**src/hw/hrs_pkg.sv**
```systemverilog
// shared constants for the switch hot reset sequencer
`default_nettype none
package hrs_pkg;
	// clock and timing
	localparam int CLK_MHZ = 40;
	localparam int TRAIN_LIMIT_MS = 20;
	localparam int CFG_READY_LIMIT_MS = 100;
	// longest times round down
	localparam int TRAIN_LIMIT_CYC = TRAIN_LIMIT_MS * 1000 * CLK_MHZ;
	localparam int CFG_READY_LIMIT_CYC = CFG_READY_LIMIT_MS * 1000 * CLK_MHZ;
	// sequencer leaves training for load or run once its training cycle count reaches this value
	localparam int TRAIN_START_CYC = 16;
	localparam int CNT_W = 32;
	localparam int NUM_DS = 5;
	localparam int ERR_W = 4;
	// completion status codes
	localparam logic [1:0] CPL_SC = 2'h0;
	localparam logic [1:0] CPL_CRS = 2'h2;
	// reset values
	localparam logic HALT_RST = 1'b0;
	localparam logic DONE_RST = 1'b0;
	localparam logic [ERR_W-1:0] ERR_RST = 4'h0;
	// sequencer states
	typedef enum logic [5:0] {
		ST_RUN = 6'h01,
		ST_HOT = 6'h02,
		ST_TRAIN = 6'h04,
		ST_LOAD = 6'h08,
		ST_HALT = 6'h10,
		ST_FUND = 6'h20
	} hrs_state_t;
endpackage
`default_nettype wire

```
**src/hw/hrs_sequencer.sv**
```systemverilog
// switch hot reset sequencer: triggers, quasi-reset window, eeprom reload, halt
`default_nettype none

// ----------------------------------------
// sequencer
// ----------------------------------------
// What this block does
// - answer config requests with retry status while eeprom init runs
// - eeprom writes with side effects start them at that write
// - fundamental reset write completes successfully before warm reset starts
// - fundamental reset turns all gpio pins to inputs, port resets undriven
// - hot reset on upstream ts1 hot reset, dl_down, or software bit
// - linkdown disable blocks only the dl_down trigger
// - downstream ports with link up send ts1 hot reset during hot reset
// - hot reset resets all logic except plls, serdes, both smbus
// - hot reset restores registers except sticky and writable when unlocked
// - links enter training within 20 ms of reset clearing
// - within 100 ms config gets retry status, others ignored in quasi-reset
// - eeprom reload only if mode needs it and disable bit clear
// - eeprom full link retrain write retrains that port with current parameters
// - eeprom error aborts load, sets halt bit, records error details
// - done flag set on eeprom finish or error
// - halt bit holds logic in reset except smbus; only loader sets it
// - slave smbus works in hot reset; affected reads zero, writes dropped
// - hot reset bit write completes before hot reset sequence begins
// - software hot reset fully retrains upstream link to detect
// - stay halted until smbus clears halt bit, then continue
module hrs_sequencer (
	input wire logic sys_clk, // 40 mhz clock
	input wire logic rst_n, // async reset, active low
	input wire logic us_ts1_hot_reset, // pin: ts1 hot reset seen upstream
	input wire logic us_dl_down, // pin: upstream dl layer is down
	input wire logic hot_reset_bit, // same clock: sw wrote hot reset
	input wire logic fundamental_reset_bit, // same clock: sw wrote fundamental reset
	input wire logic linkdown_hot_reset_disable, // config: ignore dl_down trigger
	input wire logic hot_reset_eeprom_init_disable, // config: skip eeprom reload
	input wire logic mode_needs_eeprom, // switch mode needs eeprom init
	input wire logic [hrs_pkg::NUM_DS-1:0] ds_link_up, // pins: downstream link up
	input wire logic cfg_req, // config request pulse
	input wire logic cfg_wr, // request is a write
	input wire logic other_req, // non-config transaction pulse
	input wire logic ee_wr, // eeprom loader register write pulse
	input wire logic ee_wr_side_effect, // written field has a side effect
	input wire logic ee_wr_full_link_retrain_bit, // write sets full link retrain bit
	input wire logic [hrs_pkg::NUM_DS:0] ee_wr_port, // one-hot target port
	input wire logic ee_done, // loader finished
	input wire logic ee_err, // loader error pulse
	input wire logic [hrs_pkg::ERR_W-1:0] ee_err_code, // error details
	input wire logic smb_halt_clear, // slave smbus clears halt bit
	input wire logic smb_rd, // slave smbus read of reset-affected reg
	input wire logic smb_wr, // slave smbus write of reset-affected reg
	output logic cpl_valid, // completion pulse
	output logic [1:0] cpl_status, // completion status
	output logic req_drop, // non-config transaction dropped
	output logic [hrs_pkg::NUM_DS-1:0] ds_ts1_hot, // send ts1 hot reset
	output logic [hrs_pkg::NUM_DS-1:0] gpio_oe, // gpio output enables
	output logic logic_rst, // core logic reset
	output logic reg_rst, // non-sticky register reset
	output logic links_train, // links in active training
	output logic us_to_detect, // upstream ltssm to detect pulse
	output logic [hrs_pkg::NUM_DS:0] retrain, // per port retrain pulse
	output logic side_effect, // side effect start pulse
	output logic ee_start, // eeprom load start pulse
	output logic ee_abort, // eeprom abort pulse
	output logic reset_halt_bit, // halt bit of switch_control_reg
	output logic ee_done_flag, // done flag of smbus_status_reg
	output logic [hrs_pkg::ERR_W-1:0] ee_err_info, // error of smbus_status_reg
	output logic quasi_reset, // stacks in quasi-reset
	output logic smb_rd_zero, // smbus read returns zero
	output logic smb_wr_drop, // smbus write discarded
	output logic warm_reset // warm reset request
);
	hrs_pkg::hrs_state_t state;
	logic [1:0] ts1_sync;
	logic [1:0] dld_sync;
	logic [hrs_pkg::NUM_DS-1:0] lu_s1;
	logic [hrs_pkg::NUM_DS-1:0] lu_s2;
	logic dld_prev;
	logic pend_hot;
	logic pend_sw;
	logic pend_fund;
	logic [hrs_pkg::CNT_W-1:0] cnt;
	logic trigger;
	logic dld_edge;
	logic in_reset;

	// ----------------------------------------
	// pin synchronisers
	// ----------------------------------------
	// two flops each; only the second stage is read
	always_ff @(posedge sys_clk or negedge rst_n) begin
		if (!rst_n) begin
			ts1_sync <= 2'h0;
			dld_sync <= 2'h0;
			lu_s1 <= '0;
			lu_s2 <= '0;
			dld_prev <= 1'b0;
		end else begin
			ts1_sync <= {ts1_sync[0], us_ts1_hot_reset};
			dld_sync <= {dld_sync[0], us_dl_down};
			lu_s1 <= ds_link_up;
			lu_s2 <= lu_s1;
			dld_prev <= dld_sync[1];
		end
	end

	// trigger sources; only the entry into dl_down counts
	assign dld_edge = dld_sync[1] && !dld_prev && !linkdown_hot_reset_disable;
	assign trigger = ts1_sync[1] || dld_edge;
	assign in_reset = (state == hrs_pkg::ST_HOT) || (state == hrs_pkg::ST_HALT);

	// ----------------------------------------
	// completions
	// ----------------------------------------
	// software writes are completed first, the reset begins next cycle
	always_ff @(posedge sys_clk or negedge rst_n) begin
		if (!rst_n) begin
			cpl_valid <= 1'b0;
			cpl_status <= hrs_pkg::CPL_SC;
			req_drop <= 1'b0;
			pend_sw <= 1'b0;
			pend_fund <= 1'b0;
		end else begin
			cpl_valid <= cfg_req;
			req_drop <= other_req && quasi_reset;
			pend_sw <= cfg_req && cfg_wr && hot_reset_bit && !quasi_reset;
			pend_fund <= cfg_req && cfg_wr && fundamental_reset_bit && !quasi_reset;
			if (quasi_reset || state == hrs_pkg::ST_LOAD)
				cpl_status <= hrs_pkg::CPL_CRS;
			else
				cpl_status <= hrs_pkg::CPL_SC;
		end
	end

	// ----------------------------------------
	// state machine
	// ----------------------------------------
	always_ff @(posedge sys_clk or negedge rst_n) begin
		if (!rst_n) begin
			state <= hrs_pkg::ST_RUN;
			cnt <= '0;
			pend_hot <= 1'b0;
			us_to_detect <= 1'b0;
			ee_start <= 1'b0;
		end else begin
			us_to_detect <= 1'b0;
			ee_start <= 1'b0;
			case (state)
				hrs_pkg::ST_RUN: begin
					if (pend_fund) begin
						state <= hrs_pkg::ST_FUND;
					end else if (trigger || pend_sw) begin
						state <= hrs_pkg::ST_HOT;
						us_to_detect <= pend_sw;
					end
				end
				hrs_pkg::ST_HOT: begin
					cnt <= '0;
					// held while the triggering condition stands
					if (!ts1_sync[1] && !(dld_sync[1] && !linkdown_hot_reset_disable))
						state <= hrs_pkg::ST_TRAIN;
				end
				hrs_pkg::ST_TRAIN: begin
					cnt <= cnt + 1'b1;
					if (trigger) begin
						state <= hrs_pkg::ST_HOT;
					end else if (cnt >= hrs_pkg::CNT_W'(hrs_pkg::TRAIN_START_CYC)) begin
						if (mode_needs_eeprom && !hot_reset_eeprom_init_disable) begin
							state <= hrs_pkg::ST_LOAD;
							ee_start <= 1'b1;
						end else begin
							state <= hrs_pkg::ST_RUN;
						end
					end
				end
				hrs_pkg::ST_LOAD: begin
					if (ee_err)
						state <= hrs_pkg::ST_HALT;
					else if (ee_done)
						state <= hrs_pkg::ST_RUN;
				end
				hrs_pkg::ST_HALT: begin
					if (!reset_halt_bit)
						state <= hrs_pkg::ST_RUN;
				end
				hrs_pkg::ST_FUND: state <= hrs_pkg::ST_FUND;
				default: state <= hrs_pkg::ST_RUN;
			endcase
		end
	end

	// ----------------------------------------
	// reset outputs
	// ----------------------------------------
	// training starts a fixed short time after clear, far below the limits
	always_ff @(posedge sys_clk or negedge rst_n) begin
		if (!rst_n) begin
			logic_rst <= 1'b0;
			reg_rst <= 1'b0;
			links_train <= 1'b0;
			quasi_reset <= 1'b0;
			ds_ts1_hot <= '0;
			gpio_oe <= '0;
			warm_reset <= 1'b0;
		end else begin
			logic_rst <= in_reset || reset_halt_bit;
			reg_rst <= (state == hrs_pkg::ST_HOT);
			links_train <= (state == hrs_pkg::ST_TRAIN) || (state == hrs_pkg::ST_LOAD);
			quasi_reset <= (state != hrs_pkg::ST_RUN);
			ds_ts1_hot <= (state == hrs_pkg::ST_HOT) ? lu_s2 : '0;
			warm_reset <= (state == hrs_pkg::ST_FUND);
			// gpio default to inputs: port resets stay tri-stated
			gpio_oe <= '0;
		end
	end

	// ----------------------------------------
	// eeprom loader effects
	// ----------------------------------------
	always_ff @(posedge sys_clk or negedge rst_n) begin
		if (!rst_n) begin
			retrain <= '0;
			side_effect <= 1'b0;
			ee_abort <= 1'b0;
		end else begin
			side_effect <= ee_wr && ee_wr_side_effect && (state == hrs_pkg::ST_LOAD);
			retrain <= (ee_wr && ee_wr_full_link_retrain_bit && state == hrs_pkg::ST_LOAD) ? ee_wr_port : '0;
			ee_abort <= ee_err && (state == hrs_pkg::ST_LOAD);
		end
	end

	// ----------------------------------------
	// status bits
	// ----------------------------------------
	// smbus domain, not hit by hot reset; halt set wins over smbus clear, done clear at ee_start wins over set
	always_ff @(posedge sys_clk or negedge rst_n) begin
		if (!rst_n) begin
			reset_halt_bit <= hrs_pkg::HALT_RST;
			ee_done_flag <= hrs_pkg::DONE_RST;
			ee_err_info <= hrs_pkg::ERR_RST;
		end else begin
			if (ee_start)
				ee_done_flag <= 1'b0;
			else if (state == hrs_pkg::ST_LOAD && (ee_done || ee_err))
				ee_done_flag <= 1'b1;
			if (state == hrs_pkg::ST_LOAD && ee_err) begin
				reset_halt_bit <= 1'b1;
				ee_err_info <= ee_err_code;
			end else if (smb_halt_clear) begin
				reset_halt_bit <= 1'b0;
			end
		end
	end

	// slave smbus answers for reset-affected registers
	always_ff @(posedge sys_clk or negedge rst_n) begin
		if (!rst_n) begin
			smb_rd_zero <= 1'b0;
			smb_wr_drop <= 1'b0;
		end else begin
			smb_rd_zero <= smb_rd && in_reset;
			smb_wr_drop <= smb_wr && in_reset;
		end
	end

	// ----------------------------------------
	// checks
	// ----------------------------------------
	crs_during_load_a: assert property (@(posedge sys_clk) disable iff (!rst_n)
		cfg_req && state == hrs_pkg::ST_LOAD |=> cpl_status == hrs_pkg::CPL_CRS)
		else $error("config answered without retry during load");
	fund_cpl_first_a: assert property (@(posedge sys_clk) disable iff (!rst_n)
		warm_reset && !$past(warm_reset) |-> $past(cpl_valid, 2))
		else $error("warm reset before completion");
	gpio_input_a: assert property (@(posedge sys_clk) disable iff (!rst_n)
		gpio_oe == '0)
		else $error("gpio driven");
	dld_disable_a: assert property (@(posedge sys_clk) disable iff (!rst_n)
		state == hrs_pkg::ST_RUN && linkdown_hot_reset_disable && !ts1_sync[1] && !pend_sw
		&& !pend_fund |=> state == hrs_pkg::ST_RUN)
		else $error("hot reset on disabled link down");
	ts1_prop_a: assert property (@(posedge sys_clk) disable iff (!rst_n)
		state == hrs_pkg::ST_HOT |=> ds_ts1_hot == $past(lu_s2))
		else $error("ts1 hot reset not propagated");
	train_bound_a: assert property (@(posedge sys_clk) disable iff (!rst_n)
		state == hrs_pkg::ST_HOT ##1 state == hrs_pkg::ST_TRAIN |-> ##[1:20] links_train
		|| state == hrs_pkg::ST_HOT || state == hrs_pkg::ST_RUN)
		else $error("training late");
	reload_gate_a: assert property (@(posedge sys_clk) disable iff (!rst_n)
		ee_start |-> mode_needs_eeprom && !hot_reset_eeprom_init_disable)
		else $error("eeprom reload not allowed");
	err_halt_a: assert property (@(posedge sys_clk) disable iff (!rst_n)
		state == hrs_pkg::ST_LOAD && ee_err |=> reset_halt_bit && ee_done_flag
		##1 logic_rst)
		else $error("error did not halt");
	halt_hold_a: assert property (@(posedge sys_clk) disable iff (!rst_n)
		reset_halt_bit |=> logic_rst)
		else $error("logic running while halted");
	sw_detect_a: assert property (@(posedge sys_clk) disable iff (!rst_n)
		us_to_detect |-> state == hrs_pkg::ST_HOT && $past(pend_sw))
		else $error("detect without software reset");
	halt_exit_a: assert property (@(posedge sys_clk) disable iff (!rst_n)
		state == hrs_pkg::ST_HALT && !reset_halt_bit |=> state == hrs_pkg::ST_RUN)
		else $error("halt not left");
	load_done_c: cover property (@(posedge sys_clk) disable iff (!rst_n)
		state == hrs_pkg::ST_LOAD ##1 state == hrs_pkg::ST_RUN);
	halt_c: cover property (@(posedge sys_clk) disable iff (!rst_n)
		state == hrs_pkg::ST_HALT ##[1:50] state == hrs_pkg::ST_RUN);
	sw_hot_c: cover property (@(posedge sys_clk) disable iff (!rst_n) us_to_detect);
endmodule
`default_nettype wire

```
**config.mk**
```make
export PLATFORM = sky130hd
export DESIGN_NAME = hrs_sequencer
export DESIGN_NICKNAME = d
export VERILOG_FILES = /design/src/hw/hrs_pkg.sv /design/src/hw/hrs_sequencer.sv
export SDC_FILE = /design/constraint.sdc
export NUM_CORES = 1
export LEC_CHECK = 0
export ABC_AREA = 1
export BUFFER_PORTS_ARGS = -buffer_cell sky130_fd_sc_hd__buf_2
export CAP_MARGIN = 20
export CORE_ASPECT_RATIO = 0.8
export CORE_MARGIN = 10
export CORE_UTILIZATION = 60
export DETAILED_ROUTE_END_ITERATION = 8
export PLACE_DENSITY = 0.85
export SLEW_MARGIN = 20
export SYNTH_ARGS = -nofsm -noshare
export SYNTH_HDL_FRONTEND = slang
export SYNTH_SLANG_ARGS = --single-unit
```
**constraint.sdc**
```tcl
create_clock -name sys_clk -period 2.5 [get_ports sys_clk]
set_input_delay 0.25 -clock sys_clk [delete_from_list [all_inputs] [get_ports sys_clk]]
set_output_delay 0.25 -clock sys_clk [all_outputs]
set_load 0.1 [all_outputs]
```
# ---- After elaboration in Yosys (flattened, before gate mapping)
# Cells that the tools add are included.
dict set report totals {
  elab_cells 103
  register_bits 87
}
dict set report classes {
  addsub 1
  n_lt_le_gt_ge 1
  eq_ne 12
  muxes 25
  n_reduce_logical 36
}
# op n
set ops {}
lappend ops {{$pmux 32 s2} 1}
lappend ops {{$mux 6} 9}
lappend ops {{$pmux 6 s6} 1}
lappend ops {{$add 32x1->32 const B} 1}
lappend ops {{$ge 32x5->1 const B} 1}
lappend ops {{$logic_and 1x1->1} 19}
lappend ops {{$mux 1} 11}
lappend ops {{$ne 3x3->1 const B} 3}
lappend ops {{$logic_or 1x1->1} 7}
lappend ops {{$eq 6x1->1 const B} 1}
lappend ops {{$eq 6x2->1 const B} 1}
lappend ops {{$eq 6x3->1 const B} 1}
lappend ops {{$eq 6x4->1 const B} 1}
lappend ops {{$eq 6x5->1 const B} 1}
lappend ops {{$eq 6x6->1 const B} 1}
lappend ops {{$logic_not 1->1} 6}
lappend ops {{$ne 6x1->1 const B} 1}
lappend ops {{$reduce_bool 2->1} 3}
lappend ops {{$mux 5} 1}
lappend ops {{$reduce_and 5->1} 1}
lappend ops {{$mux 4} 1}
lappend ops {{$ne 2x2->1 const B} 2}
lappend ops {{$mux 2} 1}

# ---- Logic depth before layout (Yosys ltp)
dict set report logic_depth {
  ltp_word 8
  depth_mapped 10
}

# ---- Worst setup path after synthesis
# Ideal clock, no wire load.
dict set report synth_path {
  kind {register -> register}
  from {register reset_halt_bit}
  to {register state[1]}
  path_buffers 0
  arrival_ps 1353
  t_required_ps 2373
  slack_ps 1020
  path_stages_with_launch 6
  cell_sequence {dfrtp_1 nand3_1 nand2_1 nor2_1 nand2_1 o21ai_0}
}
dict set report synth_between {
  elab_chain_cells 2
}
# element line
set synth_lines {}
lappend synth_lines {{from (decl)} hrs_sequencer.sv:65} ;# output logic reset_halt_bit,
lappend synth_lines {{from (signal assigned)} hrs_sequencer.sv:238} ;# reset_halt_bit <= hrs_pkg::HALT_RST;
lappend synth_lines {{$ne 2x2->1 (no source line)} -}
lappend synth_lines {{$reduce_and 5->1 (no source line)} -}
lappend synth_lines {{to (signal assigned)} hrs_sequencer.sv:140} ;# state <= hrs_pkg::ST_RUN;
lappend synth_lines {{to (signal assigned)} hrs_sequencer.sv:151} ;# state <= hrs_pkg::ST_FUND;
lappend synth_lines {{to (signal assigned)} hrs_sequencer.sv:153} ;# state <= hrs_pkg::ST_HOT;
lappend synth_lines {{to (decl)} hrs_sequencer.sv:73} ;# hrs_pkg::hrs_state_t state;
# Every way passes these cells.
# A chain may end at the register's enable or synchronous reset.

# ---- Worst setup path in the final report
dict set report layout_path {
  from {register state[4]}
  to {register cnt[17] in the netlist's numbering}
}
dict set report layout_between {
  elab_chain_cells 2
  elab_cells_between_ends 4
}
# element line
set layout_lines {}
lappend layout_lines {{$eq 6x3->1 / $eq 6x2->1 (equally long branches)} hrs_sequencer.sv:148} ;# case (state)
lappend layout_lines {{$pmux 32 s2 / $reduce_bool 2->1 (equally long branches)} -}
lappend layout_lines {{to (signal assigned)} hrs_sequencer.sv:164} ;# cnt <= cnt + 1'b1;
lappend layout_lines {{to (decl)} hrs_sequencer.sv:82} ;# logic [hrs_pkg::CNT_W-1:0] cnt;
# Parallel ways exist; a longest one is shown, timed or not.

==> metrics.txt <==
share of post-route cells with drive strength above 1=0.169; CTS Buffer Depth=2; top_reg_cell synth=dfrtp_1; Post-synth ARST share=1.00; Die Ht=93.8 microns; final core utilization=0.734; Max transition margin=0.624; first-pass GRT wire length=16.8 mm; IO buf count=65; worst min path class=in2reg; cts repair resizes=0; Final #Nets=641; leak pwr=2.59 nW; vias in the first global route=3525; Final Max Slew Viols=0; die area=0.0105 sq mm; Least-Margin Pin Slew=0.559 ns; cell area after synthesis=0.00409 sq mm; CTS root buf=clkbuf_8; post-CTS setup repair buffer count=0; cts bufs inserted=9; endpoint type of the worst setup path=flop; pwr dens=814 mW/mm^2; Crit Path Class=reg2reg; # diodes=0; RePlAce Congestion=0.920; Clock Skew=0.0162 ns; H-tree depth=3; Vias/cell=5.21; RSZ-0062 raised after global routing=false; total track usage=0.195; Initial Util=0.628; Syn. warnings=0; Die X=112 microns; crit path launch type=flop; Tmin final=1.87 ns; Final Cycle Share=0.748; Routed wire per std cell=14.5 microns; Final setup viols=0; # IOs=72; setup ws final=0.629 ns; Fmax=535 MHz; FP Rows=26; register bit total from synthesis=86; register area share after synthesis=0.527; crit-path max FO=23; initial antenna violation count=0; clk slew on worst S/H paths=0.10 ns; via count=3612; Syn Inst Count=527; Arr. time, crit path=2.17 ns; status=complete, no violations; Final Hold Vio Count=0; core footprint=0.00651 sq mm; Critical Path RT=2.80 ns; pre-CTS setup slack=0.688 ns; initial drt markers=236; largest net degree at the start of global routing=51; Routed Antenna Nets=0; final global-route overflow total=0; First-pass DRT Iterations=5; number of max-cap violations=0; clk_lat worst skew=0.36 ns; Avg Cell Area, Syn=7.75 sq um; TNS Setup=0 ns; CTS tree=yes; peak supply drop=0.499 mV; Sink Count=86; WL final=10.1 mm; dpl hpwl=7.41 mm; Post-synth EDFFs=0; distinct cell type count after synthesis=29; DRC errors left=0; Post-CTS Hold Buffers=4; Syn-to-layout area delta=17.0%
[cells in the mapped netlist, types with 3 or more instances]
library cell	number	area, sq um
nor2_4	5	56.3
nand3_1	40	200
dfrtp_1	85	2130
nor2_1	90	338
a21oi_1	5	25.0
nor2_2	3	18.8
nand4_1	4	25.0
o21ai_1	4	20.0
o22ai_1	4	25.0
inv_1	78	293
buf_4	6	45.0
o21ai_0	20	100
nor3_1	7	35.0
nand2_1	150	563
xor2_1	3	26.3
nand2_2	4	25.0
[routing by layer]
metal / track usage / part of all wire / wire length, microns / vias to the layer above
li1: - / - / - / 1753
met1: 0.252 / 0.45 / 4560 / 1690
met2: 0.310 / 0.45 / 4580 / 149
met3: 0.0536 / 0.073 / 737 / 20
met4: 0.0686 / 0.019 / 188 / 0
met5: 0 / 0 / 0 / -
[critical path, cell delays in order, from the launching register on]
cell     delay [ns]
dfrtp_1        0.42
nor2_4         0.19
nand3_2        0.30
inv_2          0.42
nand2_1        0.16
o21ai_0        0.13
o21ai_1        0.12
inv_1          0.07
[layout make-up]
cell class / count / area (sq um)
inverters: 80 / 300
flip-flops and latches: 86 / 2150
multi-input cells: 355 / 1570
clock buffers: 10 / 128
well taps: 84 / 105
clock inverters: 6 / 116
repair buffers: 72 / 405
fillers: 473 / 1730
[path summary, 6_finish.rpt]
| check | startpoint | endpoint | slack [ns] | cells after the start |
|---|---|---|---|---|
| worst max register to register | state[4] | cnt[17] | 0.63 | 7 |
| worst min-delay path | ds_link_up[1] | lu_s1[1] | 0.01 | 1 |
| min in group asynchronous | rst_n | lu_s1[1] | 0.39 | 2 |
| worst min register to register | dld_sync[0] | dld_sync[1] | 0.35 | 0 |
| worst max-delay path | state[4] | cnt[17] | 0.63 | 7 |
| max in group asynchronous | rst_n | state[0] | 1.45 | 3 |
[logic make-up (layout without fill, tap and decap cells)]
kind of cell    count (synthesis)  count (layout)  share of synthesized area
buf+inv                        91             168                     0.0931
fa+ha+maj                       2               2                    0.00612
other cells                     1               6                   0.000918
compound gates                 34              34                     0.0438
simple gates                  310             310                      0.323
flops                          86              86                      0.527
xor+xnor                        3               3                    0.00643
[placed cells by master, fill, tap and decap left out, types with 6 or more instances in the layout]
cell      instances
buf_2            64
nor3_1            7
inv_1            78
conb_1            6
o21ai_0          20
clkbuf_8          9
nand3_1          40
nor2_1           90
nand2_1         150
dfrtp_1          85
[where the power goes]
part / switching [mW] / total (mW) / internal (mW)
logic: 0.922 / 1.11 / 0.191
clock network: 0.522 / 1.20 / 0.674
registers: 0.0675 / 1.58 / 1.51
total: 1.51 / 3.89 / 2.38
[flip-flops by register name, indices dropped and copies added, names as in the netlist, 2 cells and up]
signal,flops
ts1_sync,2
ds_ts1_hot,5
ee_err_info,4
cnt,32
retrain,6
lu_s2,5
state,6
dld_sync,2
lu_s1,5
[per-stage QoR]
step,std cells,hold slack (ns),power [mW],cell area [sq um]
global route,693,0.00124,4.05,4780
CTS,692,0.000524,3.90,4770
detailed placement,672,0.238,2.71,4480
global placement,672,0.233,2.67,4480
finish,693,0.0103,3.89,4780
floorplan,532,-0.0456,2.46,4100
Note: power is estimated with default switching activity, not from simulation.
